===== src/core/ckg_pkg.sv =====
// Constants for the clock source, oscillator and gating controller
// Behaviour
// - Both oscillator bits clear: bypass, input direct
// - Enable, select, gain low: low-power oscillator
// - Enable, select, gain high: high-gain oscillator
// - Bypass leaves crystal output pin free
// - Standalone 1 kHz clock runs in stop3
// - All gates enabled after reset
// - Gating write takes effect immediately; periph_clk_en here follows gate_r one clock later
// - Writes to gated peripheral are ignored
// - Stop gates every gated peripheral clock
// - Source select: loop, internal, external, reserved
// - Bus clock is source divided by divider
// - Reference divider power of two, range x32
// - Source control resets to 04h
// - Divider control resets to 20h
// - Trim control not initialised by reset
// - Status read-only, reads 10h after reset
// - Bus divider bits 7..5 divide 1..128
// - Loop reference select: 0 external, 1 internal
// - Stop-keep holds internal reference in stop
package ckg_pkg;
  localparam logic [15:0] OFS_SRC    = 16'h3038;
  localparam logic [15:0] OFS_BUS_DIVIDER   = 16'h3039;
  localparam logic [15:0] OFS_TRIM   = 16'h303a;
  localparam logic [15:0] OFS_LOCK   = 16'h303b;
  localparam logic [15:0] OFS_STAT   = 16'h303c;
  localparam logic [15:0] OFS_OSC    = 16'h303e;
  localparam logic [15:0] OFS_GATE0  = 16'h3040;
  localparam logic [15:0] OFS_GATE1  = 16'h3044;
  localparam logic [15:0] OFS_PWR    = 16'h3048;
  localparam logic [7:0]  RST_SRC    = 8'h04;
  localparam logic [7:0]  RST_BUS_DIVIDER   = 8'h20;
  localparam logic [7:0]  RST_LOCK   = 8'h00;
  localparam logic [7:0]  RST_STAT   = 8'h10;
  localparam logic [7:0]  RST_OSC    = 8'h00;
  localparam logic [7:0]  RST_GATE   = 8'hff;
  localparam int SRC_SEL_HI  = 7;
  localparam int SRC_SEL_LO  = 6;
  localparam int REFERENCE_DIVIDER_HI     = 5;
  localparam int REFERENCE_DIVIDER_LO     = 3;
  localparam int IREF_SEL    = 2;
  localparam int IREF_OEN    = 1;
  localparam int IREF_KEEP   = 0;
  localparam int BUS_DIVIDER_HI     = 7;
  localparam int BUS_DIVIDER_LO     = 5;
  localparam int OSC_EN      = 7;
  localparam int OSC_OS      = 4;
  localparam int OSC_HGO     = 3;
  localparam int OSC_RANGE   = 2;
  localparam int OSC_RDY     = 0;
  localparam int STAT_CLKST_HI = 3;
  localparam int STAT_CLKST_LO = 2;
  localparam int STAT_IREFST = 4;
  localparam logic [1:0] SRC_LOOP = 2'h0;
  localparam logic [1:0] SRC_IREF = 2'h1;
  localparam logic [1:0] SRC_EREF = 2'h2;
  localparam int RANGE_SHIFT = 5;
  localparam int OSC_START_CYC = 16;
  localparam int LPO_HZ      = 1000;
  localparam int MCLK_HZ     = 10000000;
  localparam int LPO_HALF_CYC = MCLK_HZ / (2 * LPO_HZ);
  typedef enum logic [3:0] {
    OSC_BYPASS = 4'h1,
    OSC_LOWPWR = 4'h2,
    OSC_HIGAIN = 4'h4,
    OSC_OTHER  = 4'h8
  } ckg_osc_mode_t;
endpackage


===== src/core/ckg_ctrl.sv =====
// Clock controller: registers, oscillator modes, dividers, gating
`timescale 1ns/1ps
module ckg_ctrl #(
  parameter int NGATE = 16,
  parameter int OSC_START = ckg_pkg::OSC_START_CYC
) (
  input  wire logic             mclk,
  input  wire logic             rstn,
  input  wire logic             psel,
  input  wire logic             penable,
  input  wire logic             pwrite,
  input  wire logic [15:0]      paddr,
  input  wire logic [31:0]      pwdata,
  output logic      [31:0]      prdata,
  output logic                  pready,
  output logic                  pslverr,
  input  wire logic             stop_mode,
  input  wire logic             loop_tick,
  input  wire logic             iref_tick,
  input  wire logic             eref_tick,
  input  wire logic             periph_wr_req,
  input  wire logic [NGATE-1:0] periph_wr_sel,
  output logic      [NGATE-1:0] periph_clk_en,
  output logic      [NGATE-1:0] periph_wr_ok,
  output logic                  osc_amp_en,
  output logic                  osc_high_gain,
  output logic                  crystal_output_pin_in_direct,
  output logic                  crystal_output_pin_out_free,
  output logic                  eref_clk_en,
  output logic                  loop_ref_is_int,
  output logic                  loop_ref_tick,
  output logic                  bus_tick,
  output logic                  iref_clk_out,
  output logic                  low_power_1khz_clock
);
  logic [7:0]       src_r;
  logic [7:0]       bus_divider_r;
  logic [7:0]       trim_r;
  logic [7:0]       lock_r;
  logic [7:0]       osc_r;
  logic [7:0]       pwr_r;
  logic [NGATE-1:0] gate_r;
  logic [7:0]       osc_cnt_r;
  logic             osc_rdy_r;
  logic             iref_pre_r;
  ckg_pkg::ckg_osc_mode_t mode;
  logic             wr_en;
  logic             rd_en;
  logic [1:0]       src_sel;
  logic             src_tick;
  logic             ref_src_tick;
  logic [3:0]       reference_divider_exp;
  logic             div_bus;
  logic             div_ref;
  logic [7:0]       stat_val;

  function automatic logic hit(input logic [15:0] a, input logic [15:0] o);
    hit = (a[15:2] == o[15:2]);
  endfunction

  // Registers are byte wide in a 16-bit space; lane picks the byte
  function automatic logic [7:0] lane(input logic [31:0] d,
                                      input logic [15:0] a);
    lane = d[8*a[1:0] +: 8];
  endfunction

  function automatic logic [31:0] place(input logic [7:0] v,
                                        input logic [15:0] a);
    place = {24'h0, v} << (8 * a[1:0]);
  endfunction

  assign wr_en = psel && penable && pwrite;
  assign rd_en = psel && !penable && !pwrite;

  always_comb begin
    if (!osc_r[ckg_pkg::OSC_EN] && !osc_r[ckg_pkg::OSC_OS]) begin
      mode = ckg_pkg::OSC_BYPASS;
    end else if (osc_r[ckg_pkg::OSC_EN] && osc_r[ckg_pkg::OSC_OS]) begin
      if (osc_r[ckg_pkg::OSC_HGO]) begin
        mode = ckg_pkg::OSC_HIGAIN;
      end else begin
        mode = ckg_pkg::OSC_LOWPWR;
      end
    end else begin
      mode = ckg_pkg::OSC_OTHER;
    end
  end

  always_ff @(posedge mclk) begin
    if (!rstn) begin
      src_r  <= ckg_pkg::RST_SRC;
      bus_divider_r <= ckg_pkg::RST_BUS_DIVIDER;
      lock_r <= ckg_pkg::RST_LOCK;
      pwr_r  <= 8'h00;
    end else if (wr_en) begin
      if (hit(paddr, ckg_pkg::OFS_SRC) && paddr[1:0] == 2'h0) begin
        src_r <= lane(pwdata, paddr);
      end
      if (hit(paddr, ckg_pkg::OFS_BUS_DIVIDER) && paddr[1:0] == 2'h1) begin
        bus_divider_r <= lane(pwdata, paddr) & 8'hf0;
      end
      if (hit(paddr, ckg_pkg::OFS_LOCK) && paddr[1:0] == 2'h3) begin
        lock_r <= lane(pwdata, paddr);
      end
      if (hit(paddr, ckg_pkg::OFS_PWR)) begin
        pwr_r <= pwdata[7:0];
      end
    end
  end

  // Trim has no reset: its value is undefined until software loads it
  always_ff @(posedge mclk) begin
    if (wr_en && hit(paddr, ckg_pkg::OFS_TRIM) && paddr[1:0] == 2'h2) begin
      trim_r <= lane(pwdata, paddr);
    end
  end

  // Ready flag is hardware state; software writes cannot set it
  always_ff @(posedge mclk) begin
    if (!rstn) begin
      osc_r <= ckg_pkg::RST_OSC;
    end else if (wr_en && hit(paddr, ckg_pkg::OFS_OSC)
                 && paddr[1:0] == 2'h2) begin
      osc_r <= lane(pwdata, paddr) & 8'hfe;
    end
  end

  // Start-up wait models crystal settling before the flag rises
  always_ff @(posedge mclk) begin
    if (!rstn) begin
      osc_cnt_r <= 8'h0;
      osc_rdy_r <= 1'b0;
    end else if (!osc_r[ckg_pkg::OSC_EN] || !osc_r[ckg_pkg::OSC_OS]) begin
      osc_cnt_r <= 8'h0;
      osc_rdy_r <= 1'b0;
    end else if (osc_cnt_r == 8'(OSC_START)) begin
      osc_rdy_r <= 1'b1;
    end else if (eref_tick) begin
      osc_cnt_r <= osc_cnt_r + 8'h1;
    end
  end

  always_ff @(posedge mclk) begin
    if (!rstn) begin
      gate_r <= '1;
    end else if (wr_en) begin
      if (hit(paddr, ckg_pkg::OFS_GATE0)) begin
        gate_r[NGATE/2-1:0] <= pwdata[NGATE/2-1:0];
      end
      if (hit(paddr, ckg_pkg::OFS_GATE1)) begin
        gate_r[NGATE-1:NGATE/2] <= pwdata[NGATE/2-1:0];
      end
    end
  end

  // Outside stop, gate outputs follow the gating register on the next edge
  always_ff @(posedge mclk) begin
    if (!rstn) begin
      periph_clk_en <= '1;
      periph_wr_ok  <= '0;
    end else begin
      periph_clk_en <= stop_mode ? '0 : gate_r;
      periph_wr_ok  <= periph_wr_req ? (periph_wr_sel & gate_r
                       & {NGATE{!stop_mode}}) : '0;
    end
  end

  always_ff @(posedge mclk) begin
    if (!rstn) begin
      osc_amp_en     <= 1'b0;
      osc_high_gain  <= 1'b0;
      crystal_output_pin_in_direct <= 1'b1;
      crystal_output_pin_out_free  <= 1'b1;
      eref_clk_en    <= 1'b0;
    end else begin
      osc_amp_en     <= (mode == ckg_pkg::OSC_LOWPWR)
                        || (mode == ckg_pkg::OSC_HIGAIN);
      osc_high_gain  <= (mode == ckg_pkg::OSC_HIGAIN);
      crystal_output_pin_in_direct <= (mode == ckg_pkg::OSC_BYPASS);
      crystal_output_pin_out_free  <= (mode == ckg_pkg::OSC_BYPASS);
      eref_clk_en    <= osc_r[ckg_pkg::OSC_EN];
    end
  end

  assign src_sel = src_r[ckg_pkg::SRC_SEL_HI:ckg_pkg::SRC_SEL_LO];

  // Reserved code gives no clock rather than guessing a source
  always_comb begin
    case (src_sel)
      ckg_pkg::SRC_LOOP: src_tick = loop_tick;
      ckg_pkg::SRC_IREF: src_tick = iref_tick;
      ckg_pkg::SRC_EREF: src_tick = eref_tick;
      default:           src_tick = 1'b0;
    endcase
  end

  ckg_clk_div #(.EW(4)) u_bus_div (
    .mclk     (mclk),
    .rstn     (rstn),
    .src_tick (src_tick),
    .exp_sel  ({1'b0, bus_divider_r[ckg_pkg::BUS_DIVIDER_HI:ckg_pkg::BUS_DIVIDER_LO]}),
    .out_tick (div_bus)
  );

  assign reference_divider_exp = {1'b0, src_r[ckg_pkg::REFERENCE_DIVIDER_HI:ckg_pkg::REFERENCE_DIVIDER_LO]}
                    + (osc_r[ckg_pkg::OSC_RANGE] ? 4'(ckg_pkg::RANGE_SHIFT)
                       : 4'h0);
  assign ref_src_tick = src_r[ckg_pkg::IREF_SEL] ? 1'b0 : eref_tick;

  ckg_clk_div #(.EW(4)) u_ref_div (
    .mclk     (mclk),
    .rstn     (rstn),
    .src_tick (ref_src_tick),
    .exp_sel  (reference_divider_exp),
    .out_tick (div_ref)
  );

  always_ff @(posedge mclk) begin
    if (!rstn) begin
      bus_tick        <= 1'b0;
      loop_ref_tick   <= 1'b0;
      loop_ref_is_int <= 1'b1;
      iref_clk_out    <= 1'b0;
      iref_pre_r      <= 1'b1;
    end else begin
      bus_tick        <= div_bus && !stop_mode;
      loop_ref_is_int <= src_r[ckg_pkg::IREF_SEL];
      loop_ref_tick   <= src_r[ckg_pkg::IREF_SEL] ? iref_tick
                         : div_ref;
      if (!stop_mode) begin
        iref_pre_r <= src_r[ckg_pkg::IREF_SEL];
      end
      iref_clk_out <= iref_tick && src_r[ckg_pkg::IREF_OEN]
                      && (!stop_mode || (src_r[ckg_pkg::IREF_KEEP]
                      && (src_r[ckg_pkg::IREF_OEN] || iref_pre_r)));
    end
  end

  ckg_lpo u_lpo (
    .mclk    (mclk),
    .rstn    (rstn),
    .lpo_clk (low_power_1khz_clock)
  );

  // Status: source in use, loop reference; read-only
  always_comb begin
    stat_val = 8'h00;
    stat_val[ckg_pkg::STAT_IREFST] = src_r[ckg_pkg::IREF_SEL];
    stat_val[ckg_pkg::STAT_CLKST_HI:ckg_pkg::STAT_CLKST_LO] =
      (src_sel == 2'h3) ? 2'h0 : src_sel;
  end

  always_ff @(posedge mclk) begin
    if (!rstn) begin
      prdata  <= 32'h0;
      pready  <= 1'b0;
      pslverr <= 1'b0;
    end else begin
      pready  <= psel && !penable;
      pslverr <= 1'b0;
      if (rd_en) begin
        if (hit(paddr, ckg_pkg::OFS_SRC)) begin
          prdata <= place(src_r, ckg_pkg::OFS_SRC)
                    | place(bus_divider_r, ckg_pkg::OFS_BUS_DIVIDER)
                    | place(trim_r, ckg_pkg::OFS_TRIM)
                    | place(lock_r, ckg_pkg::OFS_LOCK);
        end else if (hit(paddr, ckg_pkg::OFS_STAT)) begin
          prdata <= place(stat_val, ckg_pkg::OFS_STAT)
                    | place(osc_r | {7'h0, osc_rdy_r}, ckg_pkg::OFS_OSC);
        end else if (hit(paddr, ckg_pkg::OFS_GATE0)) begin
          prdata <= {24'h0, gate_r[NGATE/2-1:0]};
        end else if (hit(paddr, ckg_pkg::OFS_GATE1)) begin
          prdata <= {24'h0, gate_r[NGATE-1:NGATE/2]};
        end else if (hit(paddr, ckg_pkg::OFS_PWR)) begin
          prdata <= {24'h0, pwr_r};
        end else begin
          prdata  <= 32'h0;
          pslverr <= 1'b1;
        end
      end else if (psel && !penable && pwrite) begin
        pslverr <= !(hit(paddr, ckg_pkg::OFS_SRC)
                     || hit(paddr, ckg_pkg::OFS_STAT)
                     || hit(paddr, ckg_pkg::OFS_GATE0)
                     || hit(paddr, ckg_pkg::OFS_GATE1)
                     || hit(paddr, ckg_pkg::OFS_PWR));
      end
    end
  end
endmodule


===== src/core/ckg_clk_div.sv =====
// Enable-pulse divider: one pulse every 2**exp source pulses
`timescale 1ns/1ps
module ckg_clk_div #(
  parameter int EW = 4
) (
  input  wire logic          mclk,
  input  wire logic          rstn,
  input  wire logic          src_tick,
  input  wire logic [EW-1:0] exp_sel,
  output logic               out_tick
);
  localparam int CW = (1 << EW);
  logic [CW-1:0] cnt_r;
  logic [CW-1:0] mask;

  always_comb begin
    mask = CW'((64'h1 << exp_sel) - 64'h1);
  end

  always_ff @(posedge mclk) begin
    if (!rstn) begin
      cnt_r    <= '0;
      out_tick <= 1'b0;
    end else begin
      out_tick <= 1'b0;
      if (src_tick) begin
        if ((cnt_r & mask) == mask) begin
          cnt_r    <= '0;
          out_tick <= 1'b1;
        end else begin
          cnt_r <= cnt_r + CW'(1);
        end
      end
    end
  end
endmodule


===== src/core/ckg_lpo.sv =====
// Standalone low-power 1 kHz clock from the main clock
`timescale 1ns/1ps
module ckg_lpo #(
  parameter int HALF = ckg_pkg::LPO_HALF_CYC
) (
  input  wire logic mclk,
  input  wire logic rstn,
  output logic      lpo_clk
);
  logic [15:0] cnt_r;
  // Free running: no stop input, so it keeps going in stop3
  always_ff @(posedge mclk) begin
    if (!rstn) begin
      cnt_r   <= 16'h0;
      lpo_clk <= 1'b0;
    end else if (cnt_r == 16'(HALF - 1)) begin
      cnt_r   <= 16'h0;
      lpo_clk <= ~lpo_clk;
    end else begin
      cnt_r <= cnt_r + 16'h1;
    end
  end
endmodule


===== config.mk =====
export PLATFORM = sky130hd
export DESIGN_NAME = ckg_ctrl
export DESIGN_NICKNAME = d
export VERILOG_FILES = /design/src/core/ckg_pkg.sv /design/src/core/ckg_ctrl.sv /design/src/core/ckg_clk_div.sv /design/src/core/ckg_lpo.sv
export SDC_FILE = /design/constraint.sdc
export NUM_CORES = 1
export LEC_CHECK = 0
export ABC_AREA = 1
export BUFFER_PORTS_ARGS = -buffer_cell sky130_fd_sc_hd__buf_2
export CAP_MARGIN = 20
export CORE_UTILIZATION = 50
export DETAILED_ROUTE_END_ITERATION = 7
export HOLD_SLACK_MARGIN = 0.15
export PLACE_DENSITY = 0.7
export SYNTH_ARGS = -nofsm -noshare
export SYNTH_HDL_FRONTEND = slang
export SYNTH_SLANG_ARGS = --single-unit

===== constraint.sdc =====
create_clock -name mclk -period 3.35 [get_ports mclk]
set_input_delay 0.1675 -clock mclk [delete_from_list [all_inputs] [get_ports mclk]]
set_output_delay 0.1675 -clock mclk [all_outputs]
set_load 0.1 [all_outputs]

==> impl_metrics.json <==
{
  "run_status": "finished, final reports clean",
  "grt_util_all_layers_pct": 25.3,
  "post-cts-setup-buffers": 0,
  "postRouteWirelength_um": 21200,
  "synth_sequential_area_ratio_pct": 46.3,
  "detailedRoute.firstIterationViolations": 457,
  "critical-path-top-delay-family": "simple AND/OR/NAND/NOR gates",
  "clock_tree.root_cell": "sky130_fd_sc_hd__clkbuf_16",
  "synth_seq_cells": 188,
  "postLayoutCoreUtil_pct": 63.3,
  "static-leakage-power_nw": 4.52,
  "critical-path-top-cell-by-count": "sky130_fd_sc_hd__nand3_1",
  "ctsHoldBuffers": 42,
  "detailedRoute.firstPassIterationCount": 5,
  "worst-endpoint-required_ps": 3680,
  "detail_route.wl_per_cell_um": 14.1,
  "yosys.cell_types.count": 48,
  "maxSlewViolCount": 0,
  "final_period_minus_worst_setup_slack_ps": 2680,
  "worst-path-buf-inv": 1,
  "ys_warn_count": 0,
  "powerDensity_nw_per_um2": 469,
  "dpl.cell_count": 1429,
  "setup_viol_count_final": 0,
  "cp_data_arrival_time_ps": 3010,
  "num_antenna_cells": 0,
  "period_share_pct": 79.9,
  "grt_start_max_net_pins": 44,
  "rows": 46,
  "finalSetupTns_ps": 0,
  "max-vdd-ir-drop_uv": 361,
  "fillerInstances": 1425,
  "chipHeight_um": 131,
  "vias": 7595,
  "number_of_nets_still_failing_antenna_checks_after_routing": 0,
  "layout.cells.most_common_list": "sky130_fd_sc_hd__nand2_1 (223), sky130_fd_sc_hd__dfxtp_1 (180), sky130_fd_sc_hd__inv_1 (160), sky130_fd_sc_hd__buf_2 (145), sky130_fd_sc_hd__a21oi_1 (85)",
  "initial_utilization_pct": 51.7,
  "post_route_cells_drive_above_1_share_pct": 17.2,
  "critical_path.max_fanout": 15,
  "placement.io_buffers": 145,
  "skew_ps": 7.73,
  "cells_after_synthesis": 1096,
  "htree_levels": 4,
  "timing.critical_path.from_type": "flop",
  "detailedPlacementHpwl_um": 15600,
  "hold_class": "input port to flop",
  "grt_pass1_vias": 6753,
  "multi_input_comb_area_sq_um": 3670,
  "fp.dieArea_sq_um": 17100,
  "area_delta_synth_final_pct": 22.5,
  "design_power_total_w": 0.00477,
  "antenna_found_initial": 0,
  "floorplan.die.width_um": 131,
  "max_slew.worst_pin.slew_ps": 942,
  "critical_path.max_stage_delay_ps": 370,
  "final_cell_count_no_fill": 1503,
  "clk_transition_reported_paths_ps": 70,
  "sequential_standard_cell_area_sq_um": 3840,
  "core_region_area_sq_um": 16100,
  "clk-insertion-delay-late_ps": 430,
  "num_io_pins": 150,
  "fin_nets": 1360,
  "globalplace.congestion": 0.946,
  "layout_commonest_cell": "sky130_fd_sc_hd__nand2_1",
  "crit_chain": "ha_1 > ha_1 > nor2_2 > nand3_1 > ha_1 > nand2_2 > nand2_1 > nand3_1 > nand3_1 > nor2_2 > nand4_4 > nand3_1 > inv_1",
  "slew_headroom_pct": 37.1,
  "timing.setup.critical_path_class": "flop to flop",
  "grt.overflow.total": 0,
  "timing.max_cap.violations": 0,
  "cts-buffers-inserted": 17,
  "syn_area_sq_um": 8300,
  "cp_slowest_cell": "sky130_fd_sc_hd__ha_1",
  "clock_tree_from_tritoncts": "done",
  "rsz0062_at_grt": "no",
  "routed_via_density": 5.05,
  "cp-end-kind": "flop",
  "grt_first_pass_wirelength_um": 33400,
  "route.detailed.drc": 0,
  "post_cts_resized": 0,
  "clock_sink_count": 188,
  "syn-mean-instance-area_sq_um": 7.57,
  "final_hold_viol_count": 0,
  "clock.fmax_mhz": 374,
  "cts_max_path_buffers": 2
}
==> registers in the layout (all words and copies together), names as in the netlist, 4 cells and up <==
register / flops
bus_divider_r: 4
gate_r: 16
lock_r: 8
osc_cnt_r: 8
osc_r: 7
periph_clk_en: 16
periph_wr_ok: 16
prdata: 28
pwr_r: 8
src_r: 8
trim_r: 8
u_bus_div.cnt_r: 16
u_lpo.cnt_r: 16
u_ref_div.cnt_r: 15
==> per-stage QoR <==
step | hold slack [ps] | instance area (sq um) | setup WS, ps
3_5_place_dp | 435 | 9180 | 696
2_1_floorplan | 239 | 8310 | 930
5_1_grt | 168 | 10200 | 423
3_3_place_gp | 432 | 9180 | 753
6_report | 174 | 10200 | 674
4_1_cts | 159 | 10200 | 687
==> worst register-to-register path: cells and delay by family, from the launching register on <==
family	cells	cell delay, ps
DFF	1	330
buffers and inverters	1	40
adders and majority gates	3	950
and+or+nand+nor	9	1250
==> power breakdown <==
part           leakage (nW)  internal [W]  switching (W)  total (W)
Combinational          2.72      0.000134       0.000420   0.000554
Sequential             1.53       0.00229      0.0000163    0.00230
Clock                 0.270      0.000977       0.000931    0.00191
Total                  4.52       0.00340        0.00137    0.00477
==> final timing paths <==
path	startpoint	endpoint	slack [ps]	cells after the start
hold reg to reg	u_lpo.cnt_r[0]	u_lpo.cnt_r[0]	450	1
setup / recovery	src_r[3]	u_ref_div.cnt_r[9]	670	13
hold / removal	psel	pready	170	3
setup reg to reg	src_r[3]	u_ref_div.cnt_r[9]	670	13
==> per-layer routing <==
metal,part of all wire [%],up-vias,wire (um),GRT usage [%]
li1,-,3944,-,-
met1,47,3427,9910,33.0
met2,46,197,9820,41.5
met3,4.9,27,1040,4.72
met4,2.1,0,449,9.94
met5,0,-,0,0
==> synthesized netlist by cell type, drive strengths merged <==
master	instances	area [sq um]
buf	13	83.8
nand3b	3	22.5
and3	1	6.26
or2	6	37.5
o21bai	3	22.5
a21oi	85	425
o2bb2ai	3	26.3
o211ai	33	248
a22oi	4	30.0
o21a	1	7.51
ha	12	150
edfxtp	8	240
a31oi	1	6.26
nor3	16	85.1
nand2	231	902
xnor2	2	17.5
o2111ai	1	8.76
clkbuf	24	90.1
conb	1	3.75
nor3b	25	188
a2111oi	2	17.5
nand4	16	115
o221ai	4	35.0
inv	165	619
a221oi	4	35.0
dfxtp	180	3600
nor2	91	387
nor4	5	31.3
clkinv	1	3.75
a211oi	7	52.6
o21ai	87	439
nand3	50	260
a31o	1	8.76
xor2	10	87.6
==> logic make-up after synthesis <==
family                   Yosys count  synth area share [%]
other                              1                0.0452
adder cells (fa/ha/maj)           12                  1.81
AO/OA/AOI/OAI                    236                  16.4
AND/OR/NAND/NOR                  444                  24.5
flip-flops                       188                  46.3
XOR/XNOR                          12                  1.27
buffers and inverters            203                  9.61
==> layout make-up <==
| cell class | instances | area share [%] |
|---|---|---|
| Sequential cell | 188 | 37.8 |
| Clock inverter | 15 | 1.32 |
| Clock buffer | 17 | 4.19 |
| Timing Repair Buffer | 193 | 11.7 |
| Tap cell | 216 | 2.66 |
| Inverter | 166 | 6.13 |
| Multi-Input combinational cell | 708 | 36.2 |
Note: power is estimated with default switching activity, not from simulation.
